--- src/rtl/dflash_cmd_pkg.sv ---
// Shared constants and types for the data-flash command sequencer.
package dflash_cmd_pkg;

  // ----------------------------------------------------------------
  // Register map (byte addresses on the APB).
  // ----------------------------------------------------------------
  localparam logic [7:0] OFS_STATUS = 8'h00;
  localparam logic [7:0] OFS_INDEX = 8'h04;
  localparam logic [7:0] OFS_PARAM = 8'h08;
  localparam logic [7:0] OFS_PROTECT = 8'h0C;

  // Status register bit positions.
  localparam int BIT_CCF = 7;
  localparam int BIT_ACCESS_ERROR_FLAG = 5;
  localparam int BIT_PROTECTION_VIOLATION_FLAG = 4;
  localparam int BIT_MG1 = 1;
  localparam int BIT_MG0 = 0;
  // Protection register: enable bit and lower bound of protected area.
  localparam int BIT_PROT_EN = 31;

  // Reset values.
  localparam logic [15:0] PROT_LIMIT_RST = 16'h8000;
  localparam logic PROT_EN_RST = 1'b0;

  // ----------------------------------------------------------------
  // Command codes and parameter index values.
  // ----------------------------------------------------------------
  localparam logic [7:0] CMD_ERASE_VERIFY = 8'h10;
  localparam logic [7:0] CMD_PROGRAM = 8'h11;
  localparam logic [7:0] CMD_ERASE_SECTOR = 8'h12;
  localparam logic [2:0] IDX_SECTOR = 3'h1;
  localparam logic [2:0] IDX_VERIFY = 3'h2;
  localparam logic [2:0] IDX_PROG_MIN = 3'h2;
  localparam logic [2:0] IDX_PROG_MAX = 3'h5;
  localparam int NUM_PARAM_WORDS = 6;

  // ----------------------------------------------------------------
  // Data-flash map.
  // ----------------------------------------------------------------
  localparam logic [6:0] DF_BLOCK_HI = 7'h10;
  localparam logic [15:0] DF_LAST_ADDR = 16'h7FFF;
  localparam logic [15:0] DF_SECTOR_BYTES = 16'h0100;
  localparam logic [15:0] DF_SECTOR_WORDS = 16'h0080;
  localparam logic [15:0] ERASED_WORD = 16'hFFFF;

  // Array operations requested from the flash macro.
  localparam logic [1:0] OP_READ = 2'h0;
  localparam logic [1:0] OP_PROGRAM = 2'h1;
  localparam logic [1:0] OP_ERASE = 2'h2;

  typedef enum logic [1:0] {
    ST_IDLE = 2'b00,
    ST_WRITE = 2'b01,
    ST_ERASE = 2'b10,
    ST_READ = 2'b11
  } seq_state_e;

endpackage

--- src/rtl/dflash_launch_check.sv ---
// Launch-time parameter, range, mode and protection checks.
`timescale 1ns/10ps
module dflash_launch_check
  import dflash_cmd_pkg::*;
(
  input wire logic [15:0] word0,
  input wire logic [15:0] word1,
  input wire logic [15:0] word2,
  input wire logic [2:0] launch_idx,
  input wire logic mode_permits,
  input wire logic prot_en,
  input wire logic [15:0] prot_limit,
  output logic acc_err,
  output logic prot_err,
  output logic [15:0] first_addr,
  output logic [15:0] word_count
);

  logic [17:0] end_ev;
  logic [17:0] end_pg;
  logic [15:0] sect_base;
  logic [15:0] sect_end;
  logic [7:0] code;
  logic addr_ok;

  // --------------------------------------------------------------
  // Address arithmetic, widened so an overflow cannot wrap back.
  // --------------------------------------------------------------
  assign code = word0[15:8];
  assign end_ev = {2'b00, word1} + {1'b0, word2, 1'b0} - 18'h0_0001;
  assign end_pg = {2'b00, word1} + {14'h0000, launch_idx - 3'h1, 1'b0} - 18'h0_0001;
  assign sect_base = word1 & ~(DF_SECTOR_BYTES - 16'h0001);
  assign sect_end = sect_base + DF_SECTOR_BYTES - 16'h0001;
  assign addr_ok = (word0[6:0] == DF_BLOCK_HI) && (word1 <= DF_LAST_ADDR);

  // Error decision per command; an unknown code is refused outright.
  always_comb begin
    acc_err = !mode_permits || !addr_ok;
    prot_err = 1'b0;
    first_addr = word1;
    word_count = 16'h0000;
    unique case (code)
      CMD_ERASE_VERIFY: begin
        // A zero count is refused: the range would end before it starts.
        if (launch_idx != IDX_VERIFY || word1[0] || word2 == 16'h0000 ||
            end_ev > {2'b00, DF_LAST_ADDR}) begin
          acc_err = 1'b1;
        end
        word_count = word2;
      end
      CMD_PROGRAM: begin
        if (launch_idx < IDX_PROG_MIN || launch_idx > IDX_PROG_MAX || word1[0] ||
            end_pg > {2'b00, DF_LAST_ADDR}) begin
          acc_err = 1'b1;
        end
        word_count = {13'h0000, launch_idx - 3'h1};
        prot_err = prot_en && (end_pg[15:0] >= prot_limit);
      end
      CMD_ERASE_SECTOR: begin
        if (launch_idx != IDX_SECTOR) begin
          acc_err = 1'b1;
        end
        first_addr = sect_base;
        word_count = DF_SECTOR_WORDS;
        prot_err = prot_en && (sect_end >= prot_limit);
      end
      default: acc_err = 1'b1;
    endcase
    // An access error outranks a protection violation.
    if (acc_err) begin
      prot_err = 1'b0;
    end
  end

endmodule // dflash_launch_check

--- src/rtl/dflash_cmd_engine.sv ---
// Data-flash command sequencer: erase verify, word program and sector erase.
// Contract
// - Section check reads each word for erased state, then sets complete flag.
// - Section check with launch index other than 010 raises access error.
// - Section range past end of data-flash block raises access error.
// - Odd word address on section check or program raises access error.
// - Any 23-bit address outside the data-flash map raises access error.
// - Command not permitted in current mode or security raises access error.
// - Section check sets any-error bit on read error, uncorrectable bit likewise.
// - Launch index 010 to 101 selects one to four program words.
// - Program with launch index below 010 or above 101 raises access error.
// - Program group running past block end raises access error.
// - Protected target sets protection violation and leaves memory untouched.
// - Program reads words back; sets verify bits on error or uncorrectable error.
// - Complete flag sets once programming and verification are finished.
// - Sector erase erases all addresses, verifies, then sets complete flag.
// - Sector erase with launch index other than 001 raises access error.
// - Error while verifying erased sector sets the any-error bit.
// - Clearing the complete flag launches; zero flag means command running.
//
// Decided for this implementation: the APB interface to the registers and the register offsets.
`timescale 1ns/10ps
module dflash_cmd_engine
  import dflash_cmd_pkg::*;
(
  input wire logic pclk,
  input wire logic presetn,
  input wire logic psel,
  input wire logic penable,
  input wire logic pwrite,
  input wire logic [7:0] paddr,
  input wire logic [31:0] pwdata,
  output logic [31:0] prdata,
  output logic pready,
  output logic pslverr,
  input wire logic mode_permits,
  output logic arr_req,
  output logic [1:0] arr_op,
  output logic [22:0] arr_addr,
  output logic [15:0] arr_wdata,
  input wire logic arr_ack,
  input wire logic [15:0] arr_rdata,
  input wire logic arr_rd_err,
  input wire logic arr_rd_uncorr,
  output logic busy
);

  // ----------------------------------------------------------------
  // State record.
  // ----------------------------------------------------------------
  typedef struct packed {
    seq_state_e st;
    logic ccf;
    logic access_error_flag;
    logic protection_violation_flag;
    logic mg1;
    logic mg0;
    logic [2:0] idx;
    logic [NUM_PARAM_WORDS-1:0][15:0] words;
    logic prot_en;
    logic [15:0] prot_limit;
    logic [15:0] addr;
    logic [15:0] remain;
    logic [1:0] wsel;
    logic [31:0] rdata;
  } engine_s;

  engine_s s_r;
  engine_s s_nxt;

  logic wr_acc;
  logic rd_setup;
  logic mapped;
  logic launch;
  logic chk_acc;
  logic chk_prot;
  logic [15:0] chk_addr;
  logic [15:0] chk_count;
  logic [15:0] expect_word;
  logic [7:0] cur_code;
  logic [31:0] read_mux;

  // ----------------------------------------------------------------
  // Bus decode. The slave never stalls, so every access ends at once.
  // ----------------------------------------------------------------
  assign mapped = (paddr == OFS_STATUS) || (paddr == OFS_INDEX) ||
                  (paddr == OFS_PARAM) || (paddr == OFS_PROTECT);
  assign pready = 1'b1;
  assign pslverr = psel && penable && !mapped;
  assign wr_acc = psel && penable && pwrite && mapped;
  assign rd_setup = psel && !penable && !pwrite;
  // Writing one to the complete flag while it is set starts a command.
  assign launch = wr_acc && (paddr == OFS_STATUS) && pwdata[BIT_CCF] && s_r.ccf;
  assign cur_code = s_r.words[0][15:8];
  assign prdata = s_r.rdata;
  assign busy = !s_r.ccf;

  // Launch checks on the loaded parameters.
  dflash_launch_check u_check (
    .word0(s_r.words[0]),
    .word1(s_r.words[1]),
    .word2(s_r.words[2]),
    .launch_idx(s_r.idx),
    .mode_permits(mode_permits),
    .prot_en(s_r.prot_en),
    .prot_limit(s_r.prot_limit),
    .acc_err(chk_acc),
    .prot_err(chk_prot),
    .first_addr(chk_addr),
    .word_count(chk_count)
  );

  // ----------------------------------------------------------------
  // Array request and read-back comparison.
  // ----------------------------------------------------------------
  assign arr_req = (s_r.st != ST_IDLE);
  assign arr_op = (s_r.st == ST_WRITE) ? OP_PROGRAM : (s_r.st == ST_ERASE) ? OP_ERASE : OP_READ;
  assign arr_addr = {s_r.words[0][6:0], s_r.addr};
  assign arr_wdata = s_r.words[3'(s_r.wsel) + 3'h2];
  assign expect_word = (cur_code == CMD_PROGRAM) ? s_r.words[3'(s_r.wsel) + 3'h2] : ERASED_WORD;

  // Register read data, selected during the setup cycle.
  always_comb begin
    read_mux = 32'h0000_0000;
    unique case (paddr)
      OFS_STATUS: begin
        read_mux[BIT_CCF] = s_r.ccf;
        read_mux[BIT_ACCESS_ERROR_FLAG] = s_r.access_error_flag;
        read_mux[BIT_PROTECTION_VIOLATION_FLAG] = s_r.protection_violation_flag;
        read_mux[BIT_MG1] = s_r.mg1;
        read_mux[BIT_MG0] = s_r.mg0;
      end
      OFS_INDEX: read_mux[2:0] = s_r.idx;
      OFS_PARAM: read_mux[15:0] = (s_r.idx < 3'(NUM_PARAM_WORDS)) ? s_r.words[s_r.idx] : 16'h0000;
      OFS_PROTECT: read_mux = {s_r.prot_en, 15'h0000, s_r.prot_limit};
      default: read_mux = 32'h0000_0000;
    endcase
  end

  // ----------------------------------------------------------------
  // Next-state logic: bus writes, launch and the array sequence.
  // ----------------------------------------------------------------
  always_comb begin
    s_nxt = s_r;
    if (rd_setup) begin
      s_nxt.rdata = read_mux;
    end
    // Parameters are frozen while a command runs so it cannot be corrupted midway.
    if (wr_acc && s_r.ccf) begin
      if (paddr == OFS_INDEX) begin
        s_nxt.idx = pwdata[2:0];
      end
      if (paddr == OFS_PARAM && s_r.idx < 3'(NUM_PARAM_WORDS)) begin
        s_nxt.words[s_r.idx] = pwdata[15:0];
      end
      if (paddr == OFS_PROTECT) begin
        s_nxt.prot_en = pwdata[BIT_PROT_EN];
        s_nxt.prot_limit = pwdata[15:0];
      end
    end
    // Write-one-to-clear on the sticky error flags.
    if (wr_acc && paddr == OFS_STATUS) begin
      if (pwdata[BIT_ACCESS_ERROR_FLAG]) begin
        s_nxt.access_error_flag = 1'b0;
      end
      if (pwdata[BIT_PROTECTION_VIOLATION_FLAG]) begin
        s_nxt.protection_violation_flag = 1'b0;
      end
    end
    if (launch) begin
      // A new launch clears old results before the new ones are set.
      s_nxt.access_error_flag = chk_acc;
      s_nxt.protection_violation_flag = chk_prot;
      s_nxt.mg1 = 1'b0;
      s_nxt.mg0 = 1'b0;
      s_nxt.addr = chk_addr;
      s_nxt.remain = chk_count;
      s_nxt.wsel = 2'b00;
      if (chk_acc || chk_prot) begin
        s_nxt.ccf = 1'b1;
      end else begin
        s_nxt.ccf = 1'b0;
        unique case (cur_code)
          CMD_ERASE_VERIFY: s_nxt.st = ST_READ;
          CMD_PROGRAM: s_nxt.st = ST_WRITE;
          default: s_nxt.st = ST_ERASE;
        endcase
      end
    end
    if (arr_ack) begin
      unique case (s_r.st)
        ST_IDLE: s_nxt.st = ST_IDLE;
        ST_WRITE: s_nxt.st = ST_READ;
        ST_ERASE: s_nxt.st = ST_READ;
        ST_READ: begin
          // Verify results only ever set here, so a same-cycle clear cannot lose them.
          if (arr_rd_err || arr_rd_uncorr || arr_rdata != expect_word) begin
            s_nxt.mg1 = 1'b1;
          end
          if (arr_rd_uncorr) begin
            s_nxt.mg0 = 1'b1;
          end
          s_nxt.addr = s_r.addr + 16'h0002;
          s_nxt.remain = s_r.remain - 16'h0001;
          s_nxt.wsel = s_r.wsel + 2'b01;
          if (s_r.remain == 16'h0001) begin
            s_nxt.st = ST_IDLE;
            s_nxt.ccf = 1'b1;
          end else if (cur_code == CMD_PROGRAM) begin
            s_nxt.st = ST_WRITE;
          end
        end
      endcase
    end
  end

  // State register.
  always_ff @(posedge pclk or negedge presetn) begin
    if (!presetn) begin
      s_r <= '0;
      s_r.st <= ST_IDLE;
      s_r.ccf <= 1'b1;
      s_r.prot_en <= PROT_EN_RST;
      s_r.prot_limit <= PROT_LIMIT_RST;
    end else begin
      s_r <= s_nxt;
    end
  end

  // ----------------------------------------------------------------
  // Assertions.
  // ----------------------------------------------------------------
  launch_refused_a: assert property (@(posedge pclk) disable iff (!presetn)
    launch && (chk_acc || chk_prot) |=> s_r.ccf && !arr_req)
    else $error("refused launch did not leave complete flag set");

  busy_flag_a: assert property (@(posedge pclk) disable iff (!presetn)
    (s_r.st != ST_IDLE) == !s_r.ccf)
    else $error("complete flag disagrees with sequencer state");

  verify_idx_a: assert property (@(posedge pclk) disable iff (!presetn)
    launch && cur_code == CMD_ERASE_VERIFY && s_r.idx != IDX_VERIFY |=> s_r.access_error_flag && s_r.ccf)
    else $error("section check with wrong index not refused");

  prog_idx_a: assert property (@(posedge pclk) disable iff (!presetn)
    launch && cur_code == CMD_PROGRAM && (s_r.idx < IDX_PROG_MIN || s_r.idx > IDX_PROG_MAX)
    |=> s_r.access_error_flag)
    else $error("program with out-of-range index not refused");

  sector_idx_a: assert property (@(posedge pclk) disable iff (!presetn)
    launch && cur_code == CMD_ERASE_SECTOR && s_r.idx != IDX_SECTOR |=> s_r.access_error_flag)
    else $error("sector erase with wrong index not refused");

  protect_hold_a: assert property (@(posedge pclk) disable iff (!presetn)
    launch && chk_prot |=> (s_r.protection_violation_flag && !arr_req) [*8])
    else $error("protected area touched or violation flag lost");

  mode_block_a: assert property (@(posedge pclk) disable iff (!presetn)
    launch && !mode_permits |=> s_r.access_error_flag && s_r.st == ST_IDLE)
    else $error("command ran in a mode that forbids it");

  misalign_a: assert property (@(posedge pclk) disable iff (!presetn)
    launch && s_r.words[1][0] && (cur_code == CMD_ERASE_VERIFY || cur_code == CMD_PROGRAM)
    |=> s_r.access_error_flag)
    else $error("odd word address not refused");

  mismatch_a: assert property (@(posedge pclk) disable iff (!presetn)
    arr_ack && s_r.st == ST_READ && arr_rdata != expect_word |=> s_r.mg1)
    else $error("read-back mismatch not reported");

  uncorr_a: assert property (@(posedge pclk) disable iff (!presetn)
    arr_ack && s_r.st == ST_READ && arr_rd_uncorr |=> s_r.mg0 && s_r.mg1)
    else $error("uncorrectable read not reported");

  prog_verify_a: assert property (@(posedge pclk) disable iff (!presetn)
    arr_ack && s_r.st == ST_WRITE |=> s_r.st == ST_READ && !s_r.ccf)
    else $error("program word not followed by its read-back");

  sector_walk_a: assert property (@(posedge pclk) disable iff (!presetn)
    launch && !chk_acc && !chk_prot && cur_code == CMD_ERASE_SECTOR
    |=> s_r.st == ST_ERASE && s_r.remain == DF_SECTOR_WORDS && s_r.addr[7:0] == 8'h00)
    else $error("sector erase did not start at sector base");

  // The range checks below recompute the limits here rather than trusting the checker's sums.
  block_select_a: assert property (@(posedge pclk) disable iff (!presetn)
    launch && s_r.words[0][6:0] != DF_BLOCK_HI |=> s_r.access_error_flag && s_r.ccf)
    else $error("launch outside the data-flash block not refused");

  section_end_a: assert property (@(posedge pclk) disable iff (!presetn)
    launch && cur_code == CMD_ERASE_VERIFY && ({2'b00, s_r.words[1]} + {1'b0, s_r.words[2], 1'b0}) > 18'h0_8000
    |=> s_r.access_error_flag)
    else $error("section check past block end not refused");

  group_end_a: assert property (@(posedge pclk) disable iff (!presetn)
    launch && cur_code == CMD_PROGRAM && ({2'b00, s_r.words[1]} + {14'h0000, s_r.idx - 3'h1, 1'b0}) > 18'h0_8000
    |=> s_r.access_error_flag)
    else $error("program group past block end not refused");

  // Sticky results: only a clear by software or a new launch may drop them.
  error_sticky_a: assert property (@(posedge pclk) disable iff (!presetn)
    s_r.access_error_flag && !launch && !(wr_acc && paddr == OFS_STATUS && pwdata[BIT_ACCESS_ERROR_FLAG]) |=> s_r.access_error_flag)
    else $error("access error flag dropped without a clear");

  verify_sticky_a: assert property (@(posedge pclk) disable iff (!presetn)
    s_r.mg1 && !launch |=> s_r.mg1)
    else $error("verify error bit dropped without a launch");

endmodule // dflash_cmd_engine

--- config.mk ---
export PLATFORM = sky130hd
export DESIGN_NAME = dflash_cmd_engine
export DESIGN_NICKNAME = d
export VERILOG_FILES = /design/src/rtl/dflash_cmd_pkg.sv /design/src/rtl/dflash_launch_check.sv /design/src/rtl/dflash_cmd_engine.sv
export SDC_FILE = /design/constraint.sdc
export NUM_CORES = 1
export LEC_CHECK = 0
export ABC_CLOCK_PERIOD_IN_PS = 12000
export BUFFER_PORTS_ARGS = -buffer_cell sky130_fd_sc_hd__buf_2
export CAP_MARGIN = 20
export CORE_UTILIZATION = 55
export DETAILED_ROUTE_END_ITERATION = 6
export PLACE_DENSITY_LB_ADDON = 0.08
export SLEW_MARGIN = 30
export SYNTH_ARGS = -nofsm -noshare
export SYNTH_HDL_FRONTEND = slang
export SYNTH_SLANG_ARGS = --single-unit
--- constraint.sdc ---
create_clock -name pclk -period 12 [get_ports pclk]
set_input_delay 0.6 -clock pclk [delete_from_list [all_inputs] [get_ports pclk]]
set_output_delay 0.6 -clock pclk [all_outputs]
set_load 0.02 [all_outputs]
### Word-level counts from Yosys, hierarchy flattened

Cells that the tools add are included.

| operators by class | value |
|---|---|
| equal/unequal tests | 14 |
| reduce and logical (&&, ||, !) cells | 47 |
| muxes and demuxes | 47 |
| magnitude comparators | 11 |
| add/sub/neg operators | 11 |

Operators by type and width:

| cell | number |
|---|---|
| 34-bit two-way mux | 3 |
| 16-bit binary-select mux with 3-bit select | 2 |
| 96-bit bitwise mux | 1 |
| 16-bit two-way mux | 6 |
| 16-bit demux with 3-bit select | 1 |
| 16-bit one-hot mux with 3 select lines | 1 |
| 18-bit by 15-bit greater-than comparator with 1-bit output, second input constant | 2 |
| 18-bit by 1-bit subtractor with 18-bit output, second input constant | 2 |
| 16-bit greater-or-equal comparator | 2 |
| 16-bit by 1-bit subtractor with 16-bit output, second input constant | 2 |
| 8-bit by 5-bit equality test with 1-bit output, second input constant | 3 |
| 16-bit by 17-bit adder with 18-bit output | 1 |
| 16-bit by 4-bit adder with 17-bit output | 1 |
| 16-bit by 2-bit adder with 16-bit output, second input constant | 1 |
| 16-bit by 9-bit adder with 16-bit output, second input constant | 1 |
| 16-bit by 1-bit equality test with 1-bit output, second input constant | 1 |
| 8-bit by 4-bit equality test with 1-bit output, second input constant | 2 |
| 16-bit by 15-bit less-or-equal comparator with 1-bit output, second input constant | 1 |
| 16-bit zero test | 1 |
| 2-bit two-way mux | 8 |
| 16-bit inequality test | 1 |
| 8-bit one-hot mux with 2 select lines | 1 |
| 1-bit logical AND | 15 |
| 1-bit logical OR | 13 |
| 29 further kinds | 58 |

| word-level totals | value |
|---|---|
| input port bits | 65 |
| output and inout port bits | 77 |
| register bits after elaboration | 189 |
| word-level logic and storage cells | 149 |

### Longest topological paths before layout

Gate-level depths: netlist of run 1.

| depth | value |
|---|---|
| word-level depth | 15 |
| depth in mapped cells | 25 |

### By module

A second synthesis of run 1 with hierarchy kept.

| second synthesis, totals | value |
|---|---|
| cell total of the unflattened synthesis | 1264 |
| area total of the unflattened synthesis | 12245.5 µm² |

Modules (own cells, without submodules):

| module | area an instance (µm²) | cells each | instances |
|---|---|---|---|
| dflash_cmd_engine | 9516.6 | 875 | 1 |
| dflash_launch_check | 2728.9 | 389 | 1 |

### Least setup slack after synthesis of run 1

Ideal clock, no wire load.

| timing path | value |
|---|---|
| path kind | register to register |
| from | register s_r[179] in the netlist's numbering |
| to | register s_r[188] in the netlist's numbering |
| cell stages (with the launch flop) | 25 |
| setup time | 121 ps |
| path buffers | 1 |
| arrival | 5161 ps |
| path slack | 6718 ps |
| period minus slack after synthesis | 5282 ps |
| cells stage by stage | dfrtp_1 > clkbuf_1 > inv_1 > ha_1 > xor2_1 > ha_1 > nor2_1 > or2_1 > o31ai_1 > and2b_1 > nand2_1 > nor3_2 > mux2i_1 > o31ai_1 > xnor2_1 > ha_1 > a21o_1 > a21oi_1 > o22ai_1 > a211o_1 > and3_1 > or3_1 > nor4_1 > o2bb2ai_1 > a22o_1 |

RTL lines:

| element | RTL line | source |
|---|---|---|
| start, declared | dflash_cmd_engine.sv:68 | `engine_s s_r;` |
| start signal, assigned | dflash_cmd_engine.sv:226 | `s_r <= s_nxt;` |

==> results.ini, run 1 <==
[job]
max-cap-violations = 0

[sta]
fin_skew_ps = 11.5
rsz0062_at_grt = false
post-route-period-util_pct = 53.6
setup_viol = 0
slew_violations = 0
setup_slack_ps = 5570
tightest_slew_ps = 959
slew_headroom_pct = 36.1
fin_crit_ps = 6430
hold_viol_final = 0
fmax_ghz = 0.155
tns_ps = 0

[synth]
synthCells = 1255
yosysTopAreaCellShare_pct = 37.0
ys_async_sr_fraction_pct = 100
ys_ff_latch = 174
synthFlopType = dfrtp_1
avgSynthCellArea_um2 = 9.27
synth.distinct_cells = 82
yosysTopAreaCell = dfrtp_1
synth_edf_count = 0
ys_seq_area_share_pct = 37.4
synth_area_leaders = dfrtp_1, ha_1, mux2_2, o21ai_0, nand2_1
synth.cell_area_um2 = 11600
synth_warnings = 0

[clocking]
holdBufCountCts = 0
cts_buffers = 17
htree_num_levels = 4
clock_latency_ps = 450
cts_buffer_depth = 2
cts_sinks = 174
post_cts_resize_count = 0
clkTransAtPathRegs_ps = 80
post-cts-setup-buffers = 0
root_buffer = clkbuf_16
cts_tree = yes

[placed_design]
dp_hpwl_mm = 25.8
numPortBuffers = 110
place_congestion = 0.937
place_ws_ps = 5820

[setup_path]
crit_fanout = 9
path_common_cell = ha_1
path_cells = clkinv_1, ha_1, xor2_1, ha_1, nor2_1, or2_1, o31ai_1, and2b_1, nand2_1, nor3_2, mux2i_1, o31ai_1, xnor2_1, ha_1, a21o_1, a21oi_1, o22ai_1, a211o_1, and3_1, or3_1, nor4_1, o2bb2ai_1, a22o_1
crit_family = simple AND/OR/NAND/NOR gates
crit_start = s_r[180]
critPathMaxStageDelay_ps = 570
r2r_start = s_r[180]
startpoint_type = flip-flop
critPathArrivalTime_ps = 6770
endpoint_kind = flip-flop
crit_buf_inv = 1
required_ps = 12340
path_class = reg2reg
cpMaxStageDelayCell = dfrtp_1

[routing]
wl_mm = 35.3
wl_per_cell_um = 22.4
drc_errors = 0
drt-vias-per-instance = 6.35
vias = 10024
drt_iter0_markers = 901
dr.pass1.iters = 5
ant_nets = 0

[pwr]
pwr-share-clk_pct = 45.6
p_int_mw = 0.958
finalPower_mw = 1.31
seq_power_share_pct = 45.8
p_per_area_nw_per_um2 = 103
max-vdd-ir-drop_mv = 0.0902
pwr-share-comb_pct = 8.6
power_leakage_nw = 5.83
netSwitchingFraction_pct = 27.0
power.net_switching_mw = 0.355

[global_routing]
grt_pass1_vias = 9483
grt_pass1_wl_mm = 54.9
grt_max_degree = 69
grt_overflow = 0
track_usage_pct = 33.8
antenna_found_initial = 0

[die]
placementRows = 52
die-area_um2 = 21700
core_um2 = 20500
io_pins = 142
die_w_um = 147
die_h_um = 147
start_util_pct = 56.8

[final_layout]
syn2layout_area_growth_pct = 9.34
final_cell_mix = dfrtp_1, nand2_1, buf_2
final_common_cell = dfrtp_1
drive_above_1_share_pct = 20.3
fin_nets = 1431
fin_util_pct = 62.1
diodes = 0

[worst_hold_path]
hold_path_class = in2async

[status]
status = completed

Yosys cell counts, types with 10 or more instances:
cell type and count:
and3_1 17, nand4_1 10, nor3_1 20, mux2_2 67
nand2_1 127, ha_1 69, a31oi_1 22, o22ai_1 10
o21ai_0 100, a21oi_1 65, a22oi_1 49, clkbuf_1 47
xnor2_1 31, nor2_1 58, dfrtp_1 172, nand3_1 25
nor4_1 22, buf_2 11, buf_4 56, inv_1 93
a211oi_1 10, mux4_2 16
power by group through the flow:
stage               Combinational, mW  Clock (mW)  Sequential, mW
finish                          0.113       0.599           0.601
global placement                0.109           0           0.612
floorplan                      0.0699           0           0.609
global route                    0.123       0.627           0.602
detailed placement              0.111           0           0.612
CTS                             0.111       0.601           0.601
worst register-to-register path: stages (launching register included):
cell	delay (ps)
dfrtp_1	570
clkinv_1	380
ha_1	310
xor2_1	200
ha_1	340
nor2_1	190
or2_1	330
o31ai_1	530
and2b_1	260
nand2_1	130
nor3_2	320
mux2i_1	120
o31ai_1	290
xnor2_1	170
ha_1	270
a21o_1	180
a21oi_1	140
o22ai_1	100
a211o_1	290
and3_1	220
or3_1	380
nor4_1	280
o2bb2ai_1	130
a22o_1	180
area by class of cell:
class                      instances  area, um2
clock buffer                      18        439
clock inverter                    14        190
fill                            1777       7770
inverter                          96        360
multi-input combinational        883       6360
sequential                       174       4360
tap                              270        338
timing repair buffer             123        678
logic make-up (layout without fill, tap and decap cells):
family / Yosys count / after routing / share of synthesized area, %
AO/OA/AOI/OAI: 339 / 339 / 18.8
XOR/XNOR: 35 / 35 / 2.70
adder cells (fa/ha/maj): 71 / 71 / 7.77
buffers and inverters: 212 / 251 / 8.84
flip-flops: 174 / 174 / 37.4
multiplexers: 89 / 89 / 10.1
other: 2 / 16 / 0.0646
AND/OR/NAND/NOR: 333 / 333 / 14.3
state kept, by name, summed over array words and instances (netlist names):
name / flops
arr_addr: 23
s_r: 126
prdata: 17
cur_code: 8
layer usage:
layer / up-vias / global-route usage [%] / wire [um]
met2: 513 / 50.8 / 15500
met3: 72 / 7.53 / 3260
li1: 4588 / - / -
met1: 4851 / 46.8 / 15300
met5: - / 0 / 0
met4: 0 / 14.8 / 1320
through the flow:
| stage | instances | cell area (um2) | hold slack (ps) |
|---|---|---|---|
| global placement | 1545 | 12000 | 447 |
| finish | 1578 | 12700 | 38.4 |
| floorplan | 1269 | 11700 | 304 |
| detailed placement | 1545 | 12000 | 452 |
| CTS | 1577 | 12700 | 48.0 |
| global route | 1578 | 12700 | 65.3 |
worst paths after layout:
| check | slack (ps) | cells past startpoint | to |
|---|---|---|---|
| hold reg to reg | 460 | 2 | prdata[31] |
| hold / removal | 40 | 1 | arr_addr[6] |
| setup / recovery | 5570 | 23 | s_r[188] |
| setup reg to reg | 5570 | 23 | s_r[188] |
| min in group pclk | 380 | 2 | s_r[82] |
| max in group asynchronous | 10970 | 3 | s_r[81] |
(Power assumes the default switching activity.)
==> run 2, diff against run 1 <==
--- a/config.mk
+++ b/config.mk
@@ -5,7 +5,7 @@
 export SDC_FILE = /design/constraint.sdc
 export NUM_CORES = 1
 export LEC_CHECK = 0
-export ABC_CLOCK_PERIOD_IN_PS = 12000
+export ABC_CLOCK_PERIOD_IN_PS = 6000
 export BUFFER_PORTS_ARGS = -buffer_cell sky130_fd_sc_hd__buf_2
 export CAP_MARGIN = 20
 export CORE_UTILIZATION = 55
==> constraint.sdc (replaced) <==
create_clock -name pclk -period 6 [get_ports pclk]
set_input_delay 0.3 -clock pclk [delete_from_list [all_inputs] [get_ports pclk]]
set_output_delay 0.3 -clock pclk [all_outputs]
set_load 0.02 [all_outputs]
==> results.ini, run 2 (same netlist as run 1, synthesis figures left out) <==
[routing]
drt-vias-per-instance = 6.29  ; was 6.35
drt_iter0_markers = 874  ; was 901
wl_per_cell_um = 22.2  ; was 22.4 um
vias = 9974  ; was 10,024
dr.pass1.iters = 5  ; unchanged
wl_mm = 35.2  ; was 35.3 mm
drc_errors = 0  ; unchanged
ant_nets = 0  ; unchanged

[placed_design]
place_congestion = 0.958  ; was 0.937
numPortBuffers = 110  ; unchanged
place_ws_ps = 501  ; was 5820 ps
dp.cells = 1553  ; was 1,545
postPlaceCellArea_um2 = 12100  ; was 12,000 um2
dp_hpwl_mm = 25.9  ; was 25.8 mm

[sta]
hold_slack_ps = 100  ; was 38.4 ps
rsz0062_at_grt = false  ; unchanged
slew_violations = 0  ; unchanged
tns_ps = 0  ; unchanged
post-route-period-util_pct = 91.7  ; was 53.6%
hold_viol_final = 0  ; unchanged
fin_crit_ps = 5500  ; was 6430 ps
fmax_ghz = 0.182  ; was 0.155 GHz
slew_headroom_pct = 35.1  ; was 36.1%
tightest_slew_ps = 970  ; was 959 ps
fin_skew_ps = 11.2  ; was 11.5 ps
setup_slack_ps = 498  ; was 5570 ps
setup_viol = 0  ; unchanged

[final_layout]
fin_util_pct = 62.1  ; about the same
final_cell_mix = dfrtp_1, nand2_1, buf_2  ; unchanged
fin_nets = 1439  ; was 1,431
final_common_cell = dfrtp_1  ; unchanged
diodes = 0  ; unchanged
drive_above_1_share_pct = 20.7  ; was 20.3%
fin_cells = 1586  ; was 1,578
top_register = s_r  ; unchanged
largest_reg_flops = 126  ; unchanged
syn2layout_area_growth_pct = 9.45  ; was 9.34%
design_area_um2 = 12700  ; about the same

[setup_path]
critPathMaxStageDelay_ps = 380  ; was 570 ps
crit_fanout = 10  ; was 9
path_class = reg2reg  ; unchanged
crit_family = simple AND/OR/NAND/NOR gates  ; unchanged
cpMaxStageDelayCell = dfrtp_1  ; unchanged
startpoint_type = flip-flop  ; unchanged
crit_buf_inv = 2  ; was 1
crit_start = s_r[179]  ; was s_r[180]
path_common_cell = ha_1  ; unchanged
path_cells = inv_1, ha_1, xor2_1, ha_2, a211oi_4, or2_1, o31ai_2, buf_4, nor2b_1, nand2_1, nor2_1, mux2i_1, a2bb2oi_1, xnor2_1, ha_1, a21oi_1, o22ai_1, a211o_1, and3_1, or3_1, nor4_1, o2bb2ai_1, a22o_1  ; was clkinv_1, ha_1, xor2_1, ha_1, nor2_1, or2_1, o31ai_1, and2b_1, nand2_1, nor3_2, mux2i_1, o31ai_1, xnor2_1, ha_1, a21o_1, a21oi_1, o22ai_1, a211o_1, and3_1, or3_1, nor4_1, o2bb2ai_1, a22o_1
endpoint_kind = flip-flop  ; unchanged
r2r_start = s_r[179]  ; was s_r[180]
critPathArrivalTime_ps = 5840  ; was 6770 ps
required_ps = 6340  ; was 12,340 ps

[clocking]
htree_num_levels = 4  ; unchanged
clkTransAtPathRegs_ps = 70  ; was 80 ps
post-cts-setup-buffers = 0  ; unchanged
root_buffer = clkbuf_16  ; unchanged
cts_sinks = 174  ; unchanged
cts_tree = yes  ; unchanged
cts_buffer_depth = 2  ; unchanged
cts_buffers = 17  ; unchanged
clock_latency_ps = 450  ; about the same

[global_routing]
grt_pass1_wl_mm = 54.3  ; was 54.9 mm
grt_overflow = 0  ; unchanged
track_usage_pct = 33.2  ; was 33.8%
grt_pass1_vias = 9405  ; was 9,483
antenna_found_initial = 0  ; unchanged
grt_max_degree = 67  ; was 69

[pwr]
seq_power_share_pct = 46.6  ; was 45.8%
pwr-share-comb_pct = 9.0  ; was 8.6%
netSwitchingFraction_pct = 27.8  ; was 27.0%
max-vdd-ir-drop_mv = 0.177  ; was 0.0902 mV
power.net_switching_mw = 0.714  ; was 0.355 mW
p_per_area_nw_per_um2 = 202  ; was 103 nW/um2
p_int_mw = 1.86  ; was 0.958 mW
finalPower_mw = 2.57  ; was 1.31 mW
pwr-share-clk_pct = 44.4  ; was 45.6%
power_leakage_nw = 5.84  ; was 5.83 nW

[die]
die_h_um = 147  ; unchanged
die-area_um2 = 21700  ; unchanged
core_um2 = 20500  ; unchanged
start_util_pct = 56.8  ; unchanged
io_pins = 142  ; unchanged
placementRows = 52  ; unchanged
die_w_um = 147  ; unchanged

[job]
max-cap-violations = 0  ; unchanged

[status]
status = completed  ; unchanged

[worst_hold_path]
hold_path_class = in2reg  ; was in2async
hp-start = pwdata[31]

-- run 2: layer usage --
| layer | vias up | part of all wire (%) | GRT usage, % |
|---|---|---|---|
| li1 | 4587 | - | - |
| met1 | 4901 | 45 | 46.5 |
| met2 | 400 | 45 | 51.0 |
| met3 | 86 | 6.7 | 5.96 |
| met4 | 0 | 3.4 | 13.4 |
| met5 | - | 0 | 0 |
-- run 2: path summary, 6_finish.rpt --
path,slack (ps),endpoint,cells after the start
max,500,s_r[188],23
min,100,s_r[82],2
max reg2reg,500,s_r[188],23
min reg2reg,470,prdata[31],2
max in group asynchronous,4420,s_r[80],3
min in group asynchronous,320,arr_addr[6],2
-- run 2: cell type report --
cell class | instances | area, um2
tap | 270 | 338
clock buffer | 18 | 429
timing repair buffer | 131 | 717
sequential | 174 | 4360
multi-input combinational | 883 | 6360
clock inverter | 14 | 169
inverter | 96 | 360
fill | 1804 | 7760
-- run 2: power groups by stage --
stage	Combinational, mW	Sequential (mW)	Clock, mW
after floorplan	0.140	1.22	0
after global placement	0.226	1.22	0
after detailed placement	0.229	1.22	0
after CTS	0.230	1.20	1.16
after global routing	0.250	1.20	1.20
final	0.231	1.20	1.14
-- run 2: timing repair --
item / in CTS / in global routing
resized for setup: 0 / 2
endpoints found under the setup margin: 0 / 1
hold buffers: 1 / 0
hold endpoints to repair: 41 / 0
==> run 3, diff against run 2 <==
==> constraint.sdc (replaced) <==
create_clock -name pclk -period 6 [get_ports pclk]
set_input_delay 0.6 -clock pclk [delete_from_list [all_inputs] [get_ports pclk]]
set_output_delay 0.6 -clock pclk [all_outputs]
set_load 0.02 [all_outputs]
==> results.ini, run 3 (same netlist as run 1, synthesis figures left out) <==
[sta]
slew_headroom_pct = 37.1  ; was 35.1%
slew_violations = 0  ; unchanged
fin_skew_ps = 11.4  ; was 11.2 ps
hold_viol_final = 0  ; unchanged
setup_viol = 0  ; unchanged
tns_ps = 0  ; unchanged
fmax_ghz = 0.178  ; was 0.182 GHz
fin_crit_ps = 5610  ; was 5500 ps
post-route-period-util_pct = 93.4  ; was 91.7%
rsz0062_at_grt = false  ; unchanged
setup_slack_ps = 395  ; was 498 ps
tightest_slew_ps = 944  ; was 970 ps

[routing]
vias = 9970  ; was 9,974
wl_per_cell_um = 22.6  ; was 22.2 um
wl_mm = 35.8  ; was 35.2 mm
drt-vias-per-instance = 6.29  ; about the same
drc_errors = 0  ; unchanged
ant_nets = 0  ; unchanged
drt_iter0_markers = 826  ; was 874
dr.pass1.iters = 5  ; unchanged

[die]
placementRows = 52  ; unchanged
die_h_um = 147  ; unchanged
die-area_um2 = 21700  ; unchanged
core_um2 = 20500  ; unchanged
io_pins = 142  ; unchanged
die_w_um = 147  ; unchanged
start_util_pct = 56.8  ; unchanged

[clocking]
htree_num_levels = 4  ; unchanged
post_cts_resize_count = 0  ; unchanged
cts_tree = yes  ; unchanged
cts_buffers = 17  ; unchanged
clock_latency_ps = 450  ; about the same
root_buffer = clkbuf_16  ; unchanged
clkTransAtPathRegs_ps = 70  ; about the same
post-cts-setup-buffers = 0  ; unchanged
cts_buffer_depth = 2  ; unchanged
cts_sinks = 174  ; unchanged
holdBufCountCts = 0  ; was 1

[setup_path]
startpoint_type = flip-flop  ; unchanged
crit_fanout = 10  ; unchanged
required_ps = 6340  ; about the same
reg2reg_slack_ps = 390  ; was 500 ps
crit_start = s_r[179]  ; unchanged
rr_worst_depth = 23  ; unchanged
r2r_end = s_r[188]  ; unchanged
r2r_start = s_r[179]  ; unchanged
path_class = reg2reg  ; unchanged
endpoint_kind = flip-flop  ; unchanged
critPathArrivalTime_ps = 5940  ; was 5840 ps

[pwr]
p_per_area_nw_per_um2 = 203  ; was 202 nW/um2
max-vdd-ir-drop_mv = 0.156  ; was 0.177 mV
power_leakage_nw = 5.84  ; about the same

[final_layout]
drive_above_1_share_pct = 20.8  ; was 20.7%
final_common_cell = dfrtp_1  ; unchanged
top_register = s_r  ; unchanged
diodes = 0  ; unchanged
fill_cells = 1814  ; was 1,804
final_cell_mix = dfrtp_1, nand2_1, buf_2  ; unchanged
syn2layout_area_growth_pct = 9.38  ; was 9.45%
fin_nets = 1439  ; unchanged
largest_reg_flops = 126  ; unchanged

[global_routing]
grt_max_degree = 76  ; was 67
grt_overflow = 0  ; unchanged
grt_pass1_vias = 9387  ; was 9,405
busiest_layer = met2  ; unchanged
grtUsageMet3_pct = 5.83  ; was 5.96%
use_met1_pct = 47.9  ; was 46.5%
antenna_found_initial = 0  ; unchanged
track_usage_pct = 34.1  ; was 33.2%
grt_pass1_wl_mm = 55.2  ; was 54.3 mm
use_met2_pct = 52.2  ; was 51.0%

[worst_hold_path]
hold_path_class = in2async  ; was in2reg

[placed_design]
place_congestion = 0.951  ; was 0.958
dp_hpwl_mm = 26.5  ; was 25.9 mm
place_ws_ps = 451  ; was 501 ps
numPortBuffers = 110  ; unchanged

[job]
max-cap-violations = 0  ; unchanged

[status]
status = completed  ; unchanged

run 3: cell types whose count changed in the layout (fill, tap and decap cells not counted):
cell           delta
inv_8             +2
clkbuf_1          -1
buf_4             +1
inv_6             -2
clkinv_8          -1
clkinv_4          +1
o31ai_1           +1
dlygate4sd3_1     -1
clkinv_2          +1
o31ai_2           -1
run 3: cell type report:
cell class | count | area [um2] | share of cell area, %
multi-input cells | 883 | 6360 | 50.0
flip-flops and latches | 174 | 4360 | 34.2
repair buffers | 131 | 714 | 5.61
inverters | 96 | 360 | 2.83
well taps | 270 | 338 | 2.65
clock buffers | 17 | 425 | 3.34
clock inverters | 15 | 171 | 1.35
run 3: metal layers:
metal | vias to the layer above | part of all wire, % | routed length (um)
li1 | 4583 | - | -
met1 | 4915 | 44 | 15800
met2 | 386 | 46 | 16300
met3 | 86 | 6.8 | 2430
met4 | 0 | 3.7 | 1330
met5 | - | 0 | 0
run 3: worst max-delay path: stages (launching register included):
cell and delay, ps:
dfrtp_1 380, inv_1 220, ha_1 210, xor2_1 220
ha_2 300, a211oi_4 100, or2_1 330, o31ai_1 350
and2b_1 240, nand2_1 130, nor3_2 320, mux2i_1 120
o31ai_1 310, xnor2_1 170, ha_1 260, a21o_1 180
a21oi_1 150, o22ai_1 100, a211o_1 290, and3_1 230
or3_1 360, nor4_1 210, o2bb2ai_1 130, a22o_1 180
run 3: metrics by stage:
stage,cell area (um2),cells,hold slack (ps),total power [mW],util [%]
global placement,12100,1554,447,1.45,59.1
floorplan,11700,1269,304,1.36,-
CTS,12700,1586,214,2.58,62.0
detailed placement,12100,1554,460,1.45,59.1
global route,12700,1586,239,2.65,62.1
finish,12700,1586,182,2.58,62.1
run 3: report_power, final:
group          internal, mW  switching, mW
Clock                 0.594          0.554
Combinational        0.0786          0.150
Sequential             1.19         0.0162
run 3: how the worst max path moves through the flow:
stage	slack, ps	endpoint	cells past startpoint
after floorplan	720	s_r[188]	24
after global placement	580	s_r[188]	23
after detailed placement	450	s_r[188]	23
after CTS	390	s_r[188]	23
after global routing	50	s_r[188]	23
final	390	s_r[188]	23
